**src/rtl/eag_regs.svh**
```systemverilog
// Named constants of the effective address generator.
// Assumes inclusion by the design modules only.
// Summary of operation
// (RQ1) Immediate operand: one or two following bytes
// (RQ2) Swap/copy postbyte: high nibble source, low destination
// (RQ3) Push/restore postbyte: one bit per register
// (RQ4) Extended: next two bytes are the address
// (RQ5) Direct: page register high, next byte low
// (RQ6) Constant offset added, pointer left unchanged
// (RQ7) Constant-offset postbyte codes, 5-bit indirect falls back
// (RQ8) 5-bit offset in postbyte, others follow it
// (RQ9) Accumulator offset added signed, registers unchanged
// (RQ10) Auto-step codes; indirect only for step two
// (RQ11) Auto-increment: use pointer, then step it
// (RQ12) Auto-decrement: step pointer, then use it
// (RQ13) Indirection reads two bytes at base plus offset
// (RQ14) Postbyte 10011111 reads pointer after postbyte
// (RQ15) Program-counter relative with 8 or 16-bit offset
// (RQ16) Taken branch loads counter plus offset
// (RQ17) Short branch: signed 8-bit displacement
// (RQ18) Long branch: signed 16-bit displacement
// (RQ19) Two-bit field picks one of four pointers
// (RQ20) Address sums wrap modulo 65536
`ifndef EAG_REGS_SVH
`define EAG_REGS_SVH

`define EAG_PTR_X 2'h0
`define EAG_PTR_Y 2'h1
`define EAG_PTR_U 2'h2
`define EAG_PTR_S 2'h3

`define EAG_RC_PC 4'h5
`define EAG_RC_A 4'h8
`define EAG_RC_DP 4'hb

`define EAG_SB_PC 7
`define EAG_SB_SU 6
`define EAG_SB_Y 5
`define EAG_SB_X 4

`define EAG_IX_INC1 4'h0
`define EAG_IX_INC2 4'h1
`define EAG_IX_DEC1 4'h2
`define EAG_IX_DEC2 4'h3
`define EAG_IX_ZERO 4'h4
`define EAG_IX_ACCB 4'h5
`define EAG_IX_ACCA 4'h6
`define EAG_IX_OFF8 4'h8
`define EAG_IX_OFF16 4'h9
`define EAG_IX_ACCD 4'hb
`define EAG_IX_PC8 4'hc
`define EAG_IX_PC16 4'hd
`define EAG_PB_EXTIND 8'h9f

`define EAG_PB_LONG 7
`define EAG_PB_IND 4
`define EAG_PB_RR 6:5
`define EAG_PB_CODE 3:0
`define EAG_PB_OFF5 4:0
`define EAG_NIB_HI 7:4
`define EAG_NIB_LO 3:0
`define EAG_BYTE_LO 7:0
`define EAG_STEP1 16'h0001
`define EAG_STEP2 16'h0002

`endif

```
**src/rtl/eag_pkg.sv**
```systemverilog
// Types shared by the effective address generator modules.
// Assumes nothing beyond the constants header.
`default_nettype none
package eag_pkg;
	typedef enum logic [3:0] {
		EAG_M_INH = 4'h0, EAG_M_IMM8 = 4'h1, EAG_M_IMM16 = 4'h2,
		EAG_M_EXT = 4'h3, EAG_M_DIR = 4'h4, EAG_M_IDX = 4'h5,
		EAG_M_BR8 = 4'h6, EAG_M_BR16 = 4'h7, EAG_M_REGPAIR = 4'h8,
		EAG_M_STACK = 4'h9
	} eag_mode_type;
	typedef enum logic [3:0] {
		EAG_K_NONE = 4'h0, EAG_K_OFF5 = 4'h1, EAG_K_OFF8 = 4'h2,
		EAG_K_OFF16 = 4'h3, EAG_K_ACCA = 4'h4, EAG_K_ACCB = 4'h5,
		EAG_K_ACCD = 4'h6, EAG_K_INC1 = 4'h7, EAG_K_INC2 = 4'h8,
		EAG_K_DEC1 = 4'h9, EAG_K_DEC2 = 4'ha, EAG_K_PC8 = 4'hb,
		EAG_K_PC16 = 4'hc, EAG_K_EXTI = 4'hd
	} eag_kind_type;
	typedef enum logic [2:0] {
		EAG_S_IDLE = 3'h0, EAG_S_FETCH = 3'h1, EAG_S_CALC = 3'h2,
		EAG_S_IND_HI = 3'h3, EAG_S_IND_LO = 3'h4
	} eag_state_type;
endpackage : eag_pkg
`default_nettype wire

```
**src/rtl/eag_pb_if.sv**
```systemverilog
// Carrier between the sequencer and the indexed postbyte decoder.
// Assumes one instance per sequencer.
`default_nettype none
interface eag_pb_if;
	import eag_pkg::*;
	logic [7:0] postbyte;
	eag_kind_type kind;
	logic indirect;
	logic pc_rel;
	logic [1:0] nbytes;
	logic [1:0] rsel;
	logic bad;
	modport dec (input postbyte, output kind, indirect, pc_rel, nbytes,
		rsel, bad);
	modport use_side (output postbyte, input kind, indirect, pc_rel,
		nbytes, rsel, bad);
endinterface : eag_pb_if
`default_nettype wire

```
**src/rtl/eag_top.sv**
```systemverilog
// Effective address generator: operand byte sequencer and adder.
// Assumes the fetch unit advances pc per byte taken, so at the
// calculation step pc addresses the next instruction.
`include "eag_regs.svh"
`default_nettype none
module eag_top (
	input wire logic clk,
	input wire logic reset,
	input wire logic ce,
	input wire logic start,
	input wire eag_pkg::eag_mode_type mode,
	input wire logic branch_cond,
	input wire logic in_valid,
	input wire logic [7:0] in_byte,
	output logic in_ready,
	output logic rd_req,
	output logic [15:0] rd_addr,
	input wire logic rd_ack,
	input wire logic [7:0] rd_data,
	input wire logic [15:0] pc,
	input wire logic [15:0] x_reg,
	input wire logic [15:0] y_reg,
	input wire logic [15:0] u_reg,
	input wire logic [15:0] s_reg,
	input wire logic [7:0] a_reg,
	input wire logic [7:0] b_reg,
	input wire logic [7:0] direct_page_register,
	output logic busy,
	output logic done,
	output logic [15:0] ea,
	output logic [15:0] operand,
	output logic pc_we,
	output logic [15:0] pc_value,
	output logic ptr_we,
	output logic [1:0] ptr_sel,
	output logic [15:0] ptr_value,
	output logic idx_bad,
	output logic [3:0] pair_src,
	output logic [3:0] pair_dst,
	output logic pair_bad,
	output logic [7:0] stack_mask,
	output logic [3:0] stack_bytes
);
	import eag_pkg::*;

	eag_state_type state_r, state_nxt;
	eag_mode_type mode_r;
	logic [1:0] cnt_r;
	logic pb_phase_r;
	logic [7:0] pb_r;
	logic [15:0] acc_r;
	logic [7:0] ind_hi_r;
	logic rd_req_r;
	logic [15:0] rd_addr_r;
	logic done_r, pc_we_r, ptr_we_r, idx_bad_r, pair_bad_r;
	logic [15:0] ea_r, operand_r, pc_value_r, ptr_value_r;
	logic [1:0] ptr_sel_r;
	logic [3:0] pair_src_r, pair_dst_r, stack_bytes_r;
	logic [7:0] stack_mask_r;

	eag_pb_if pb ();
	eag_pb_decode u_dec (
		.pb(pb.dec)
	);

	function automatic logic [15:0] offset_of(input eag_kind_type k,
		input logic [7:0] p, input logic [15:0] c,
		input logic [7:0] a, input logic [7:0] b);
		case (k)
			EAG_K_OFF5: return 16'(signed'(p[`EAG_PB_OFF5])); // RQ8
			EAG_K_OFF8, EAG_K_PC8:
				return 16'(signed'(c[`EAG_BYTE_LO])); // RQ6
			EAG_K_OFF16, EAG_K_PC16: return c; // RQ15
			EAG_K_ACCA: return 16'(signed'(a)); // RQ9
			EAG_K_ACCB: return 16'(signed'(b)); // RQ9
			EAG_K_ACCD: return {a, b}; // RQ9
			EAG_K_DEC1: return 16'h0000 - `EAG_STEP1; // RQ12
			EAG_K_DEC2: return 16'h0000 - `EAG_STEP2; // RQ12
			default: return 16'h0000;
		endcase
	endfunction : offset_of

	function automatic logic code_ok(input logic [3:0] c);
		return (c <= `EAG_RC_PC) || (c >= `EAG_RC_A && c <= `EAG_RC_DP);
	endfunction : code_ok

	// Sixteen-bit registers cost two stack bytes each
	function automatic logic [3:0] stack_count(input logic [7:0] m);
		logic [3:0] n;
		n = 4'h0;
		for (int i = 0; i < 8; i++)
			n = n + {3'h0, m[i]};
		n = n + {3'h0, m[`EAG_SB_PC]} + {3'h0, m[`EAG_SB_SU]} +
			{3'h0, m[`EAG_SB_Y]} + {3'h0, m[`EAG_SB_X]}; // RQ3
		return n;
	endfunction : stack_count

	wire logic take_byte;
	wire logic take_pb;
	wire logic [15:0] ptr_cur;
	wire logic [15:0] base;
	wire logic [15:0] off_val;
	wire logic [15:0] idx_ea;
	wire logic [15:0] step_val;
	wire logic [15:0] step_ptr;
	wire logic is_inc, is_dec;
	wire logic [15:0] acc_shift;
	wire logic [1:0] mode_bytes;

	assign take_byte = (state_r == EAG_S_FETCH) & in_valid;
	assign take_pb = take_byte & pb_phase_r;
	// Decoder sees the live byte so its offset count is known at once
	assign pb.postbyte = pb_phase_r ? in_byte : pb_r;
	assign acc_shift = {acc_r[`EAG_BYTE_LO], in_byte};
	assign mode_bytes = (mode == EAG_M_IMM16 || mode == EAG_M_EXT ||
		mode == EAG_M_BR16) ? 2'h2 : 2'h1; // RQ1
	assign ptr_cur = (pb.rsel == `EAG_PTR_X) ? x_reg :
		(pb.rsel == `EAG_PTR_Y) ? y_reg :
		(pb.rsel == `EAG_PTR_U) ? u_reg : s_reg; // RQ19
	assign base = pb.pc_rel ? pc : ptr_cur; // RQ15
	assign off_val = offset_of(pb.kind, pb_r, acc_r, a_reg, b_reg);
	// Extended indirect uses the fetched word as its base
	assign idx_ea = (pb.kind == EAG_K_EXTI) ? acc_r :
		16'(base + off_val); // RQ20
	assign is_inc = (pb.kind == EAG_K_INC1) || (pb.kind == EAG_K_INC2);
	assign is_dec = (pb.kind == EAG_K_DEC1) || (pb.kind == EAG_K_DEC2);
	assign step_val = (pb.kind == EAG_K_INC2) ? `EAG_STEP2 : `EAG_STEP1;
	assign step_ptr = is_inc ? 16'(ptr_cur + step_val) : idx_ea; // RQ11

	always_comb begin
		state_nxt = state_r;
		case (state_r)
			EAG_S_IDLE: begin
				if (start && mode != EAG_M_INH)
					state_nxt = EAG_S_FETCH;
			end
			EAG_S_FETCH: begin
				if (take_pb)
					state_nxt = (pb.nbytes == 2'h0) ? EAG_S_CALC : EAG_S_FETCH;
				else if (take_byte && cnt_r == 2'h1)
					state_nxt = EAG_S_CALC;
			end
			EAG_S_CALC: begin
				if (mode_r == EAG_M_IDX && pb.indirect)
					state_nxt = EAG_S_IND_HI; // RQ13
				else
					state_nxt = EAG_S_IDLE;
			end
			EAG_S_IND_HI: begin
				if (rd_ack)
					state_nxt = EAG_S_IND_LO;
			end
			EAG_S_IND_LO: begin
				if (rd_ack)
					state_nxt = EAG_S_IDLE;
			end
			default: state_nxt = EAG_S_IDLE;
		endcase
	end

	// Sequencer state
	always_ff @(posedge clk) begin
		if (reset) begin
			state_r <= EAG_S_IDLE;
			mode_r <= EAG_M_INH;
			cnt_r <= 2'h0;
			pb_phase_r <= 1'b0;
			pb_r <= 8'h00;
			acc_r <= 16'h0000;
		end else if (ce) begin
			state_r <= state_nxt;
			if (state_r == EAG_S_IDLE && start) begin
				mode_r <= mode;
				cnt_r <= mode_bytes;
				pb_phase_r <= (mode == EAG_M_IDX);
			end
			if (take_pb) begin
				pb_r <= in_byte;
				pb_phase_r <= 1'b0;
				cnt_r <= pb.nbytes; // RQ8
			end else if (take_byte) begin
				acc_r <= acc_shift; // RQ1
				cnt_r <= cnt_r - 2'h1;
			end
		end
	end

	// Indirect pointer read, two bytes high first
	always_ff @(posedge clk) begin
		if (reset) begin
			rd_req_r <= 1'b0;
			rd_addr_r <= 16'h0000;
			ind_hi_r <= 8'h00;
		end else if (ce) begin
			if (state_r == EAG_S_CALC && mode_r == EAG_M_IDX &&
				pb.indirect) begin
				rd_req_r <= 1'b1;
				rd_addr_r <= idx_ea; // RQ14
			end else if (state_r == EAG_S_IND_HI && rd_ack) begin
				ind_hi_r <= rd_data;
				rd_addr_r <= 16'(rd_addr_r + `EAG_STEP1); // RQ20
			end else if (state_r == EAG_S_IND_LO && rd_ack) begin
				rd_req_r <= 1'b0;
			end
		end
	end

	// Results; done and write strobes are one-cycle pulses
	always_ff @(posedge clk) begin
		if (reset) begin
			done_r <= 1'b0;
			pc_we_r <= 1'b0;
			ptr_we_r <= 1'b0;
		end else if (ce) begin
			done_r <= (state_r == EAG_S_IDLE && start &&
				mode == EAG_M_INH) ||
				(state_r == EAG_S_CALC &&
				!(mode_r == EAG_M_IDX && pb.indirect)) ||
				(state_r == EAG_S_IND_LO && rd_ack);
			pc_we_r <= (state_r == EAG_S_CALC) && branch_cond &&
				(mode_r == EAG_M_BR8 || mode_r == EAG_M_BR16); // RQ16
			ptr_we_r <= (state_r == EAG_S_CALC) &&
				(mode_r == EAG_M_IDX) && (is_inc || is_dec); // RQ6
		end
	end

	always_ff @(posedge clk) begin
		if (reset) begin
			ea_r <= 16'h0000;
			operand_r <= 16'h0000;
			pc_value_r <= 16'h0000;
			ptr_value_r <= 16'h0000;
			ptr_sel_r <= `EAG_PTR_X;
			idx_bad_r <= 1'b0;
		end else if (ce) begin
			if (state_r == EAG_S_CALC) begin
				case (mode_r)
					EAG_M_IMM8: operand_r <= {8'h00, acc_r[`EAG_BYTE_LO]}; // RQ1
					EAG_M_IMM16: operand_r <= acc_r; // RQ1
					EAG_M_EXT: ea_r <= acc_r; // RQ4
					EAG_M_DIR:
						ea_r <= {direct_page_register, acc_r[`EAG_BYTE_LO]}; // RQ5
					EAG_M_BR8: pc_value_r <=
						16'(pc + 16'(signed'(acc_r[`EAG_BYTE_LO]))); // RQ17
					EAG_M_BR16: pc_value_r <= 16'(pc + acc_r); // RQ18
					EAG_M_IDX: begin
						ea_r <= is_inc ? ptr_cur : idx_ea; // RQ11 RQ12
						ptr_value_r <= step_ptr; // RQ12
						ptr_sel_r <= pb.rsel;
						idx_bad_r <= pb.bad;
					end
					default: ea_r <= ea_r;
				endcase
			end else if (state_r == EAG_S_IND_LO && rd_ack) begin
				ea_r <= {ind_hi_r, rd_data}; // RQ13
			end
		end
	end

	// Register-select postbytes
	always_ff @(posedge clk) begin
		if (reset) begin
			pair_src_r <= 4'h0;
			pair_dst_r <= 4'h0;
			pair_bad_r <= 1'b0;
			stack_mask_r <= 8'h00;
			stack_bytes_r <= 4'h0;
		end else if (ce && state_r == EAG_S_CALC) begin
			if (mode_r == EAG_M_REGPAIR) begin
				pair_src_r <= acc_r[`EAG_NIB_HI]; // RQ2
				pair_dst_r <= acc_r[`EAG_NIB_LO]; // RQ2
				// Undefined codes are flagged, not repaired
				pair_bad_r <= !code_ok(acc_r[`EAG_NIB_HI]) ||
					!code_ok(acc_r[`EAG_NIB_LO]); // RQ2
			end
			if (mode_r == EAG_M_STACK) begin
				stack_mask_r <= acc_r[`EAG_BYTE_LO]; // RQ3
				stack_bytes_r <= stack_count(acc_r[`EAG_BYTE_LO]); // RQ3
			end
		end
	end

	assign in_ready = (state_r == EAG_S_FETCH);
	assign busy = (state_r != EAG_S_IDLE);
	assign rd_req = rd_req_r;
	assign rd_addr = rd_addr_r;
	assign done = done_r;
	assign ea = ea_r;
	assign operand = operand_r;
	assign pc_we = pc_we_r;
	assign pc_value = pc_value_r;
	assign ptr_we = ptr_we_r;
	assign ptr_sel = ptr_sel_r;
	assign ptr_value = ptr_value_r;
	assign idx_bad = idx_bad_r;
	assign pair_src = pair_src_r;
	assign pair_dst = pair_dst_r;
	assign pair_bad = pair_bad_r;
	assign stack_mask = stack_mask_r;
	assign stack_bytes = stack_bytes_r;
endmodule : eag_top
`default_nettype wire

```
**src/rtl/eag_pb_decode.sv**
```systemverilog
// Indexed postbyte decoder, purely combinational.
// Assumes the postbyte is stable while its results are used.
`include "eag_regs.svh"
`default_nettype none
module eag_pb_decode (
	eag_pb_if.dec pb
);
	import eag_pkg::*;

	function automatic eag_kind_type kind_of(input logic [7:0] p);
		if (!p[`EAG_PB_LONG])
			return EAG_K_OFF5; // RQ7
		if (p == `EAG_PB_EXTIND)
			return EAG_K_EXTI; // RQ14
		case (p[`EAG_PB_CODE])
			`EAG_IX_INC1: return EAG_K_INC1; // RQ10
			`EAG_IX_INC2: return EAG_K_INC2; // RQ10
			`EAG_IX_DEC1: return EAG_K_DEC1; // RQ10
			`EAG_IX_DEC2: return EAG_K_DEC2; // RQ10
			`EAG_IX_ZERO: return EAG_K_NONE; // RQ7
			`EAG_IX_ACCB: return EAG_K_ACCB; // RQ9
			`EAG_IX_ACCA: return EAG_K_ACCA; // RQ9
			`EAG_IX_ACCD: return EAG_K_ACCD; // RQ9
			`EAG_IX_OFF8: return EAG_K_OFF8; // RQ7
			`EAG_IX_OFF16: return EAG_K_OFF16; // RQ7
			`EAG_IX_PC8: return EAG_K_PC8; // RQ15
			`EAG_IX_PC16: return EAG_K_PC16; // RQ15
			default: return EAG_K_NONE;
		endcase
	endfunction : kind_of

	wire logic long_form;
	wire logic code_known;
	wire logic step_one;
	assign long_form = pb.postbyte[`EAG_PB_LONG];
	assign pb.kind = kind_of(pb.postbyte);
	// 5-bit form has no indirect variant
	assign pb.indirect = long_form & pb.postbyte[`EAG_PB_IND]; // RQ7
	assign pb.pc_rel = (pb.kind == EAG_K_PC8) ||
		(pb.kind == EAG_K_PC16); // RQ19
	assign pb.rsel = pb.postbyte[`EAG_PB_RR]; // RQ19
	assign pb.nbytes = (pb.kind == EAG_K_OFF8 || pb.kind == EAG_K_PC8) ?
		2'h1 : (pb.kind == EAG_K_OFF16 || pb.kind == EAG_K_PC16 ||
		pb.kind == EAG_K_EXTI) ? 2'h2 : 2'h0; // RQ8
	assign code_known = (pb.kind != EAG_K_NONE) ||
		(pb.postbyte[`EAG_PB_CODE] == `EAG_IX_ZERO);
	assign step_one = (pb.kind == EAG_K_INC1) || (pb.kind == EAG_K_DEC1);
	// Step-by-one has no indirect form
	assign pb.bad = long_form &
		(!code_known | (pb.indirect & step_one)); // RQ10
endmodule : eag_pb_decode
`default_nettype wire

```
**config.mk**
```make
export PLATFORM = sky130hd
export DESIGN_NAME = eag_top
export DESIGN_NICKNAME = d
export VERILOG_FILES = /design/src/rtl/eag_pkg.sv /design/src/rtl/eag_pb_if.sv /design/src/rtl/eag_top.sv /design/src/rtl/eag_pb_decode.sv
export VERILOG_INCLUDE_DIRS = /design/src /design/src/rtl
export SDC_FILE = /design/constraint.sdc
export NUM_CORES = 1
export LEC_CHECK = 0
export BUFFER_PORTS_ARGS = -buffer_cell sky130_fd_sc_hd__buf_4
export CORE_AREA = 2 2 145 147
export DETAILED_ROUTE_END_ITERATION = 12
export DIE_AREA = 0 0 147 149
export GPL_ROUTABILITY_DRIVEN = 1
export PLACE_DENSITY = 0.74
export SLEW_MARGIN = 25
export SYNTH_ARGS = -nofsm -noshare
export SYNTH_HDL_FRONTEND = slang
export SYNTH_SLANG_ARGS = --single-unit
export TNS_END_PERCENT = 30
```
**constraint.sdc**
```tcl
create_clock -name clk -period 8.5 [get_ports clk]
set_input_delay 0.425 -clock clk [delete_from_list [all_inputs] [get_ports clk]]
set_output_delay 0.425 -clock clk [all_outputs]
set_load 0.005 [all_outputs]
```
---- Word-level counts from Yosys, hierarchy flattened ----
Memory sizes are Yosys's and may differ from the RTL's.
Index checks and enable logic that the tools add are counted.
cells by class
  reductions and logical operators ........ 68
  shift-type cells ........................ 0
  bitwise operators ....................... 8
  magnitude comparators ................... 6
  multiplexer cells ....................... 42
  eq/ne operators ......................... 41
  div/mod/pow operators ................... 0
  add/subtract/negate cells ............... 17
  $mul .................................... 0
operators by type and width
  kind                                                             count
  2-to-1 mux 16 bit                                                11
  one-hot mux 16 bit (8 select lines)                              1
  one-hot mux 16 bit (2 select lines)                              2
  adder 16 bit                                                     3
  one-hot mux 16 bit (3 select lines)                              1
  equality test 4 x 3 -> 1 bit (second input constant)             11
  adder 4 x 1 -> 4 bit                                             8
  equality test 4 bit (second input constant)                      8
  equality test 4 x 2 -> 1 bit (second input constant)             6
  AND reduction 3 bit                                              7
  2-to-1 mux 2 bit                                                 9
  logical OR 1 bit                                                 17
  adder 16 x 1 -> 16 bit (second input constant)                   1
  adder 16 x 2 -> 16 bit                                           1
  logical AND 1 bit                                                16
  2-to-1 mux 4 bit                                                 4
  2-to-1 mux 3 bit                                                 5
  one-hot mux 3 bit (5 select lines)                               1
  AND reduction 2 bit                                              7
  nonzero test 2 bit                                               6
  equality test 4 x 1 -> 1 bit (second input constant)             2
  equality test 8 bit (second input constant)                      1
  greater-or-equal comparator 4 bit (second input constant)        2
  less-or-equal comparator 4 x 3 -> 1 bit (second input constant)  2
  other kinds (26)                                                 50
storage, ports and cells
  output and inout bits ................... 110
  memories ................................ 1
  input port bits ......................... 131
  bits in writable memories ............... 0
  bits in registers ....................... 150
  ROM bits ................................ 64
  latch bits .............................. 0
memories
  name              depth  bits a word  rd ports  clocked after memory_dff  wr ports  RTL line             text
  (name not given)  16     4            1         0                         0         eag_pb_decode.sv:15  case (p[`EAG_PB_CODE])

---- Logic depth before layout (Yosys ltp) ----
Gate-level depths: netlist of run 1.
  depth in word-level cells ............... 15
  gate-level depth with buffers ........... 28
  gate-level depth less buffers ........... 25

---- Modules after synthesis ----
A second synthesis of run 1 with hierarchy kept.
unflattened totals
  cells, all modules ...................... 1342
  area total of the unflattened synthesis .. 10466.3 um^2
by module, submodules not included
  module         cells each  area each (um^2)  instances
  eag_top        1288        10110.9           1
  eag_pb_decode  54          355.3             1

---- Worst setup path after synthesis of run 1 ----
Ideal clock, no wire load.
  kind .................................... flip-flop to flip-flop
  start point ............................. register pb_phase_r
  end point ............................... register ea_r[15] (netlist: ea[15])
  setup time .............................. 0.131 ns
  stages on the path, launching flop included .. 27
  slack ................................... 2.755 ns
  buffers on the path ..................... 3
  period minus slack after synthesis ...... 5.745 ns
  arrival ................................. 5.614 ns
  required time ........................... 8.369 ns
  path through ............................ dfxtp_1 -> buf_6 -> buf_4 -> mux2i_2 -> inv_1 -> ha_1 -> or4b_1 -> a222oi_1 -> or3_1 -> buf_4 -> nor4_1 -> o21ai_1 -> nand2_1 -> a221oi_1 -> inv_1 -> ha_1 -> a211o_1 -> o211ai_1 -> a211oi_1 -> o21a_1 -> o21ai_0 -> nand2b_1 -> a21oi_1 -> xnor3_1 -> mux2_4 -> a31oi_1 -> nor4_2
on the way
  longest elaborated chain between the ends .. 14
  elaborated cells between the ends (all ways) .. 38
  those cells by class .................... 1 x add/sub; 16 x eq/ne; 15 x mux; 5 x reduce/logical; 1 x memory
ends and longest elaborated chain
  item                                                                             RTL line                            text
  start: declaration                                                               eag_top.sv:49                       logic pb_phase_r;
  start signal: assignment                                                         eag_top.sv:175                      pb_phase_r <= (mode == EAG_M_IDX);
  2-to-1 mux 8 bit *                                                               eag_top.sv:113                      assign pb.postbyte = pb_phase_r ? in_byte : pb_r;
  equality test 8 bit (no line)                                                    -
  2-to-1 mux 1 bit (2 in series)                                                   eag_pb_decode.sv:13                 if (p == `EAG_PB_EXTIND)
  2-to-1 mux 4 bit                                                                 eag_pb_decode.sv:15
  2-to-1 mux 4 bit                                                                 eag_pb_decode.sv:13
  equality test 4 x 2 -> 1 bit, or another cell as far along                       eag_top.sv:69                       case (k)
  OR reduction 2 bit / logical OR 1 bit (equally long branches)                    eag_top.sv:69, eag_pb_decode.sv:39
  one-hot mux 16 bit (8 select lines) / 2-to-1 mux 16 bit (equally long branches)  eag_top.sv:69, eag_top.sv:120
  adder 16 bit                                                                     eag_top.sv:124                      16'(base + off_val);
  2-to-1 mux 16 bit                                                                eag_top.sv:123                      assign idx_ea = (pb.kind == EAG_K_EXTI) ? acc_r :
  2-to-1 mux 16 bit *                                                              eag_top.sv:247                      ea_r <= is_inc ? ptr_cur : idx_ea;
  one-hot mux 16 bit (3 select lines) *                                            eag_top.sv:237                      case (mode_r)
  2-to-1 mux 16 bit *                                                              eag_top.sv:236                      if (state_r == EAG_S_CALC) begin
  end signal: assignment                                                           eag_top.sv:240                      EAG_M_EXT: ea_r <= acc_r;
  end signal: assignment                                                           eag_top.sv:242                      ea_r <= {direct_page_register, acc_r[`EAG_BYTE_LO]};
  end signal: assignment                                                           eag_top.sv:247
  end: declaration                                                                 eag_top.sv:56                       logic [15:0] ea_r, operand_r, pc_value_r, ptr_value_r;
Mark *: on every way between the ends. The rest lies on a longest branch, timed or not. The select of a mux whose other input is x is not followed.
A chain may end at the register's enable or synchronous reset.

---- Final worst setup path of run 1 ----
  start point ............................. register pb_phase_r
  end point ............................... register ea_r[14] (netlist: ea[14])
Same word-level chain as after synthesis.

==> results.tsv, run 1 <==
stage	metric	value	unit
power	vdd.ir_drop.worst	152.3	uV
setup_path	crit_arrival	7.14	ns
timing	fin_skew	0.01029	ns
place	port_buffers	240	
drt	initialDrtViolationCount	1069	
cells_and_area	drive_gt1_share	24.76	%
yosys	syn_area_per_cell	7.946	sq um
grt	grt_usage	32.96	%
setup_path	reg2reg_depth	25	
timing	fin_crit	6.795	ns
clocking	clock-root-buffer	clkbuf_16	
flow_run	maxCapViolCount	0	
floorplanning	boundaryPins	241	
clocking	clk_pin_slew	0.07	ns
timing	rsz0062_at_grt	false	
power	switchingPower	0.0004844	W
timing	max_freq	147.2	MHz
timing	worst_slew_margin_rel	29.65	%
min_path	min_path_cells	3	
timing	fin_ws	1.705	ns
timing	finalHoldViolCount	0	
clocking	holdBufCountCts	0	
yosys	ys_ff_latch	150	
power	pwr-share-clk	45.0	%
cells_and_area	nFillCells	1922	
drt	drtPass1Iterations	6	
place	pre_cts_slack	1.889	ns
clocking	postCtsResizedCells	0	
setup_path	timing.rr.end	ea[14]$_SDFFE_PP0P_	
setup_path	crit_fanout	9	
timing	slew_viol_final	0	
drt	finalWirelength	36640	um
setup_path	endpoint	ea[14]$_SDFFE_PP0P_	
yosys	seq_area_frac_synth	30.04	%
clocking	htree_levels	4	
clocking	cts_setup_buffers	0	
cells_and_area	diodes	0	
power	p_comb_share	12.2	%
power	power_density	133.5	mW/mm^2
floorplanning	dieArea	0.02190	sq mm
floorplanning	die_w	147	um
clocking	clock_sinks	150	
timing	worstMarginPinSlew	1.055	ns
place	placed_cells	1705	
timing	fin_crit_sh	79.94	%
setup_path	crit_type	reg2reg	
place	gp_congestion	0.9666	
timing	final-setup-viol-count	0	
floorplanning	num_rows	53	
setup_path	cp-startpoint	pb_phase_r$_SDFFE_PP0P_	
clocking	numCtsBuffers	17	
setup_path	crit_path_end_kind	flip-flop	
cells_and_area	syn_to_final_growth	25.50	%
setup_path	r2r-start	pb_phase_r$_SDFFE_PP0P_	
cells_and_area	nets	1630	
drt	viasPerCell	6.008	
min_path	hp-class	in2reg	
yosys	synth_fp_nets	1439	
setup_path	rrSetupSlack	1.70	ns
clocking	cts_tree	yes	
yosys	synthFlopType	dfxtp_1	
yosys	yosys_warnings	0	
timing	fin_tns_setup	0	ns
grt	grt_max_degree	95	
grt	grt_pass1_wl	56100	um
yosys	async_flop_share	0	%
setup_path	required	8.84	ns
yosys	yosysUniqueCellTypes	78	
power	leakagePower	5.450	nW
cells_and_area	finalNonFillerCells	1737	
yosys	netlist_area	0.009996	sq mm
floorplanning	core	0.02056	sq mm
floorplanning	die_y	149	um
grt	grt_antenna_before_repair	0	
grt	grt_pass1_vias	9872	
yosys	synthCells	1258	
power	swShare	28.93	%
drt	wl_per_cell	21.09	um
floorplanning	start_util	48.62	%
timing	worst_hold_slack	0.2078	ns
setup_path	start_kind	flip-flop	
power	p_seq_share	42.7	%
drt	final_antenna_net_count	0	
run_status	status	complete, no violations	
power	internal-power	0.001190	W
clocking	clk_latency	0.45	ns
place	dpl.hpwl	27360	um
clocking	cts_buffer_depth	2	
grt	overflow	0	
drt	vias	10440	
drt	drc_errors	0	
yosys	synth-edff-count	0	
-- routing by layer --
| layer | GRT usage (%) | vias up | routed length, um | share of wire (%) |
|---|---|---|---|---|
| met5 | 0 | - | 0 | 0 |
| met4 | 11.88 | 0 | 1127 | 3.1 |
| met3 | 4.924 | 73 | 3024 | 8.3 |
| met2 | 53.62 | 505 | 17000 | 46 |
| met1 | 44.83 | 4950 | 15480 | 42 |
| li1 | - | 4908 | - | - |
-- worst max-delay path, stage by stage (launching register included) --
cell	delay, ns
dfxtp_1	0.54
mux2i_2	0.17
inv_1	0.14
ha_1	0.20
or4b_1	0.45
a222oi_1	0.78
nor3_1	0.35
xnor2_1	0.27
nand3_1	0.13
nand2_1	0.30
nand2_1	0.09
nand2_1	0.10
ha_1	0.22
inv_1	0.07
fa_1	0.40
nor2b_1	0.13
o21ai_0	0.11
a21oi_1	0.28
o211ai_1	0.16
a41oi_1	0.31
a21o_1	0.17
a21oi_1	0.07
xor2_1	0.14
o21ai_0	0.55
o21ai_0	0.21
o41ai_1	0.33
-- how the worst min path moves through the flow --
| stage | startpoint | to | slack, ns |
|---|---|---|---|
| 2_1_floorplan | pc_value[10]$_SDFFE_PP0P_ | pc_value[10]$_SDFFE_PP0P_ | 0.45 |
| 3_3_place_gp | ea[2]$_SDFFE_PP0P_ | ea[2]$_SDFFE_PP0P_ | 0.44 |
| 3_5_place_dp | pc_value[13]$_SDFFE_PP0P_ | pc_value[13]$_SDFFE_PP0P_ | 0.45 |
| 4_1_cts | branch_cond | pc_we$_SDFFE_PP0P_ | 0.21 |
| 5_1_grt | branch_cond | pc_we$_SDFFE_PP0P_ | 0.23 |
| 6_report | branch_cond | pc_we$_SDFFE_PP0P_ | 0.21 |
-- power by group through the flow --
stage               clock network, W  logic [W]  registers, W
floorplan                          0   0.000106      0.000726
global placement                   0   0.000198      0.000731
detailed placement                 0   0.000200      0.000731
CTS                         0.000757   0.000201      0.000715
global route                0.000788   0.000218      0.000715
finish                      0.000754   0.000205      0.000715
-- final cells by class --
type | instances | area (sq um) | area share (%)
clock buffers | 17 | 425.4 | 3.391
clock inverters | 15 | 158.9 | 1.267
inverters | 25 | 93.84 | 0.7481
multi-input cells | 999 | 6598 | 52.59
flip-flops and latches | 150 | 3003 | 23.94
well taps | 275 | 344.1 | 2.743
repair buffers | 256 | 1922 | 15.32
-- cell usage after synthesis, types with 4 or more instances --
| library cell | n | area share (%) |
|---|---|---|
| or3_1 | 6 | 0.38 |
| a211o_1 | 5 | 0.44 |
| mux2i_1 | 52 | 5.2 |
| nor3_1 | 20 | 1.0 |
| a311oi_1 | 5 | 0.44 |
| nand3b_1 | 10 | 0.75 |
| o21ai_0 | 69 | 3.5 |
| and2_1 | 4 | 0.25 |
| fa_1 | 7 | 1.4 |
| buf_1 | 5 | 0.19 |
| nand3_1 | 42 | 2.1 |
| o21a_1 | 4 | 0.30 |
| a21o_1 | 13 | 0.98 |
| xnor2_1 | 30 | 2.6 |
| nor2_1 | 135 | 5.1 |
| nand2_1 | 182 | 6.8 |
| o41ai_1 | 5 | 0.44 |
| inv_1 | 24 | 0.90 |
| a31oi_1 | 5 | 0.31 |
| nor2b_1 | 12 | 0.75 |
| o211ai_1 | 19 | 1.4 |
| and3_1 | 16 | 1.0 |
| buf_2 | 7 | 0.35 |
| clkbuf_1 | 68 | 2.6 |
| nand4_1 | 7 | 0.44 |
| a211oi_1 | 19 | 1.4 |
| a21oi_1 | 130 | 6.5 |
| a22oi_1 | 17 | 1.3 |
| dfxtp_1 | 150 | 30 |
| mux4_2 | 16 | 3.6 |
| xor2_1 | 10 | 0.88 |
| or2_2 | 6 | 0.38 |
| nand2b_1 | 10 | 0.63 |
| mux2_2 | 20 | 2.3 |
| a221oi_1 | 6 | 0.53 |
| a31o_2 | 9 | 0.79 |
| nor4_1 | 6 | 0.38 |
| a221o_1 | 5 | 0.50 |
| ha_1 | 43 | 5.4 |
-- per-stage QoR --
stage	util (%)	total power, W	cell area [sq um]
final	61.02	0.001674	12540
after global routing	61.02	0.001721	12540
after CTS	60.99	0.001672	12540
after detailed placement	58.15	0.0009306	11950
after global placement	58.13	0.0009287	11950
after floorplan	-	0.0008321	9996
-- flip-flops by register name, indices dropped and copies added (netlist names), 2 cells and up --
register / cells
operand: 16
stack_bytes: 4
rd_addr: 16
pair_dst: 4
pc_value: 16
pb_r: 8
ptr_value: 16
stack_mask: 8
acc_r: 16
mode_r: 4
ea: 16
ind_hi_r: 8
pair_src: 4
cnt_r: 2
ptr_sel: 2
state_r: 3
-- cell families (layout without fill, tap and decap cells) --
family	count (synthesis)	in the layout	share of synthesized area, %
xor gates and xnor gates	41	41	3.730
AOI/OAI and AO/OA	344	344	21.74
muxes	92	92	11.72
and+or+nand+nor	472	472	21.58
adders and majority gates	50	50	6.784
DFF	150	150	30.04
buffers and inverters	109	313	4.406
-- cells in the final DEF, fill, tap and decap left out, drive strengths merged, types with 6 or more instances in the layout --
master    n
nand4     7
and3     16
nand2   183
xnor2    30
inv      32
nand3b   10
o21ai    71
mux2     21
nand2b   10
a211oi   19
nand3    42
nor3     20
mux4     16
nor2b    12
nor4      9
fa        7
xor2     10
or2       6
a31o      9
or3       6
a21o     13
dfxtp   150
buf     256
o211ai   19
a22oi    17
a21oi   130
nor2    135
clkbuf   17
ha       43
mux2i    55
a221oi    6
No activity file was read; power rests on OpenSTA's default activity.
==> run 2, diff against run 1 <==
Settings changed: ABC_AREA set to 1, CORE_AREA 2 2 145 147 to 2 2 147 149, DIE_AREA 0 0 147 149 to 0 0 149 151.
Clock period 8.5 ns to 6.6 ns, I/O delays scaled along.
==> run 2 against run 1 <==
Hold slack got worse by 0.071 ns. Synthesized cell count rose by 19%. Fmax rose by 17%. Via count rose by 8.1%. Sequential share of layout area fell by 0.37 points.
==> results.tsv, run 2 <==
stage	metric	value	unit	change
run_status	status	complete, no violations		
yosys	synth_common_cells	270 x nand2_1, 175 x o21ai_0, 166 x a21oi_1, 150 x dfxtp_1, 149 x inv_1		
timing	slew_viol_final	0		unchanged
power	vdd.ir_drop.worst	172.3	uV	+13%
clocking	cts_tree	yes		
cells_and_area	syn_to_final_growth	24.58	%	
grt	grt_util_met2	54.88	%	+1.3 points
drt	initialDrtViolationCount	994		-7.0%
timing	final-setup-viol-count	0		unchanged
floorplanning	dieArea	0.02250	sq mm	+2.7%
yosys	synthCells	1502		+19%
timing	worstMarginPinSlew	1.006	ns	-0.04933 ns
clocking	clk_pin_slew	0.07	ns	about the same
yosys	yosysUniqueCellTypes	58		-26%
place	port_buffers	240		unchanged
cells_and_area	drive_gt1_share	21.26	%	-3.5 points
clocking	htree_levels	4		unchanged
drt	drtPass1Iterations	6		unchanged
place	placed_cells	1960		+15%
setup_path	cp_common_cell	nand2_1		
floorplanning	die_w	149	um	+1.4%
setup_path	path_delay_family	simple AND/OR/NAND/NOR gates		
place	dpl.hpwl	29170	um	+6.6%
setup_path	r2r-start	pb_phase_r$_SDFFE_PP0P_		
floorplanning	die_y	151	um	+1.3%
yosys	yosys.cell_count.top_type	nand2_1		
drt	finalWirelength	37920	um	+3.5%
setup_path	required	6.89	ns	-1.95 ns
setup_path	cp-startpoint	pb_phase_r$_SDFFE_PP0P_		
yosys	synth_compound_area_share	25.50	%	+3.8 points
clocking	clock_sinks	150		unchanged
drt	wl_per_cell	19.04	um	-9.8%
timing	fin_crit_sh	87.95	%	+8.0 points
flow_run	maxCapViolCount	0		unchanged
yosys	netlist_area	0.01023	sq mm	+2.3%
timing	max_freq	172.3	MHz	+17%
clocking	clock-root-buffer	clkbuf_16		
yosys	synthFlopType	dfxtp_1		
grt	grt_antenna_before_repair	1		+1
floorplanning	boundaryPins	241		unchanged
timing	fin_skew	0.01185	ns	+0.001565 ns
grt	met3_usage	7.500	%	+2.6 points
floorplanning	start_util	49.12	%	+0.49 points
yosys	muxShareOfSynthArea	0.1957	%	-12 points
yosys	seq_area_frac_synth	29.36	%	-0.68 points
cells_and_area	nFillCells	1981		+3.1%
cells_and_area	finalNonFillerCells	1992		+15%
yosys	async_flop_share	0	%	unchanged
grt	grt_most_used_layer	met2		
setup_path	crit_arrival	6.09	ns	-1.05 ns
min_path	min_path_cells	3		unchanged
min_path	hold_start	rd_data[0]		
setup_path	crit_fanout	30		+21
floorplanning	num_rows	53		unchanged
floorplanning	core	0.02082	sq mm	+1.3%
grt	grt_max_degree	63		-34%
yosys	synth-xor-area-share	3.254	%	-0.48 points
setup_path	slowest_delay	0.78	ns	about the same
yosys	ys_ff_latch	150		unchanged
cells_and_area	most-common-layout-cells	270 x nand2_1, 251 x buf_4, 175 x o21ai_0		
power	p_total	0.002499	W	+49%
setup_path	crit_type	reg2reg		
setup_path	reg2reg_depth	28		+12%
cells_and_area	final_util	61.19	%	+0.17 points
clocking	postCtsResizedCells	0		unchanged
setup_path	cp_slowest_cell	dfxtp_1		
timing	fin_tns_setup	0	ns	unchanged
yosys	yosys_warnings	0		unchanged
yosys	synth_top_cell_area_share	29.36	%	-0.68 points
timing	worst_hold_slack	0.1366	ns	-0.07112 ns
cells_and_area	multi_input_area	0.006270	sq mm	-5.0%
cells_and_area	nets	1885		+16%
drt	viasPerCell	5.666		-5.7%
yosys	yosysTopAreaCell	dfxtp_1		
setup_path	crit_path_end_kind	flip-flop		
clocking	holdBufCountCts	0		unchanged
timing	rsz0062_at_grt	false		
cells_and_area	final_common_cell	nand2_1		
power	power_density	196.2	mW/mm^2	+47%
yosys	syn_area_per_cell	6.809	sq um	-14%
clocking	cts_buffer_depth	2		unchanged
grt	met1_usage	42.92	%	-1.9 points
drt	drc_errors	0		unchanged
drt	vias	11290		+8.1%
yosys	synth_fa_ha_area_share	6.631	%	-0.15 points
setup_path	start_kind	flip-flop		
grt	grt_pass1_wl	57840	um	+3.1%
yosys	synth_top_family_by_area	simple AND/OR/NAND/NOR gates		
timing	finalHoldViolCount	0		unchanged
grt	overflow	0		unchanged
min_path	hp-class	in2reg		
clocking	clk_latency	0.44	ns	about the same
power	leakagePower	5.946	nW	+9.1%
yosys	synth-edff-count	0		unchanged
setup_path	critPathBufInv	3		+1
yosys	synth_fp_nets	1683		+17%
clocking	cts_setup_buffers	0		unchanged
grt	grt_usage	33.53	%	+0.57 points
timing	worst_slew_margin_rel	32.87	%	+3.2 points
cells_and_area	diodes	0		unchanged
timing	fin_crit	5.804	ns	-0.9907 ns
grt	grt_pass1_vias	10420		+5.6%
cells_and_area	regArea	0.003003	sq mm	unchanged
yosys	synth_area_leaders	dfxtp_1 29%, nand2_1 9.9%, o21ai_0 8.6%		
clocking	numCtsBuffers	17		unchanged
place	gp_congestion	1.001		+3.5%
setup_path	crit_cells	28		+12%
drt	final_antenna_net_count	0		unchanged
yosys	yosys.area_share.simple	25.68	%	+4.1 points
==> run 2: where the power goes <==
| part | switching (W) | internal, W |
|---|---|---|
| registers | 0.0000204 | 0.000915 |
| clock network | 0.000463 | 0.000581 |
| logic | 0.000337 | 0.000183 |
| total | 0.000821 | 0.00168 |
==> run 2: logic make-up (layout without fill, tap and decap cells) <==
| family | after synthesis | count (layout) |
|---|---|---|
| AND/OR/NAND/NOR | 570 | 570 |
| AO/OA/AOI/OAI | 462 | 462 |
| buffers and inverters | 230 | 445 |
| flip-flops | 150 | 150 |
| adder cells (fa/ha/maj) | 50 | 50 |
| XOR/XNOR | 38 | 38 |
| multiplexers | 2 | 2 |
==> run 2: final cells by class <==
type | instances | area share, %
clock buffers | 17 | 3.339
clock inverters | 15 | 1.581
inverters | 162 | 4.812
multi-input cells | 1122 | 49.21
flip-flops and latches | 150 | 23.57
well taps | 275 | 2.701
repair buffers | 251 | 14.79
==> run 2: worst paths after layout <==
path,slack [ns],to
max,0.80,ea[10]$_SDFFE_PP0P_
min,0.14,ind_hi_r[0]$_SDFFE_PP0P_
max reg2reg,0.80,ea[10]$_SDFFE_PP0P_
min reg2reg,0.46,ind_hi_r[6]$_SDFFE_PP0P_
==> run 2: metal layers <==
metal	vias to the layer above	share of wire [%]
li1	5479	-
met1	5175	41
met2	541	46
met3	91	8.4
met4	0	3.8
met5	-	0
==> run 2: metrics by stage <==
| stage | setup slack [ns] | instance area, sq um |
|---|---|---|
| floorplan | 2.095 | 10230 |
| global placement | 1.229 | 12110 |
| CTS | 0.9233 | 12740 |
| detailed placement | 0.9578 | 12110 |
| finish | 0.7955 | 12740 |
| global route | 0.1726 | 12740 |
==> run 2: worst register-to-register path, delay by kind of cell (launching register included) <==
family	cells	cell delay, ns
simple gates	15	2.35
compound gates	7	1.38
flops	1	0.78
fa+ha+maj	1	0.45
buf+inv	3	0.41
mux	1	0.21
xor+xnor	1	0.08
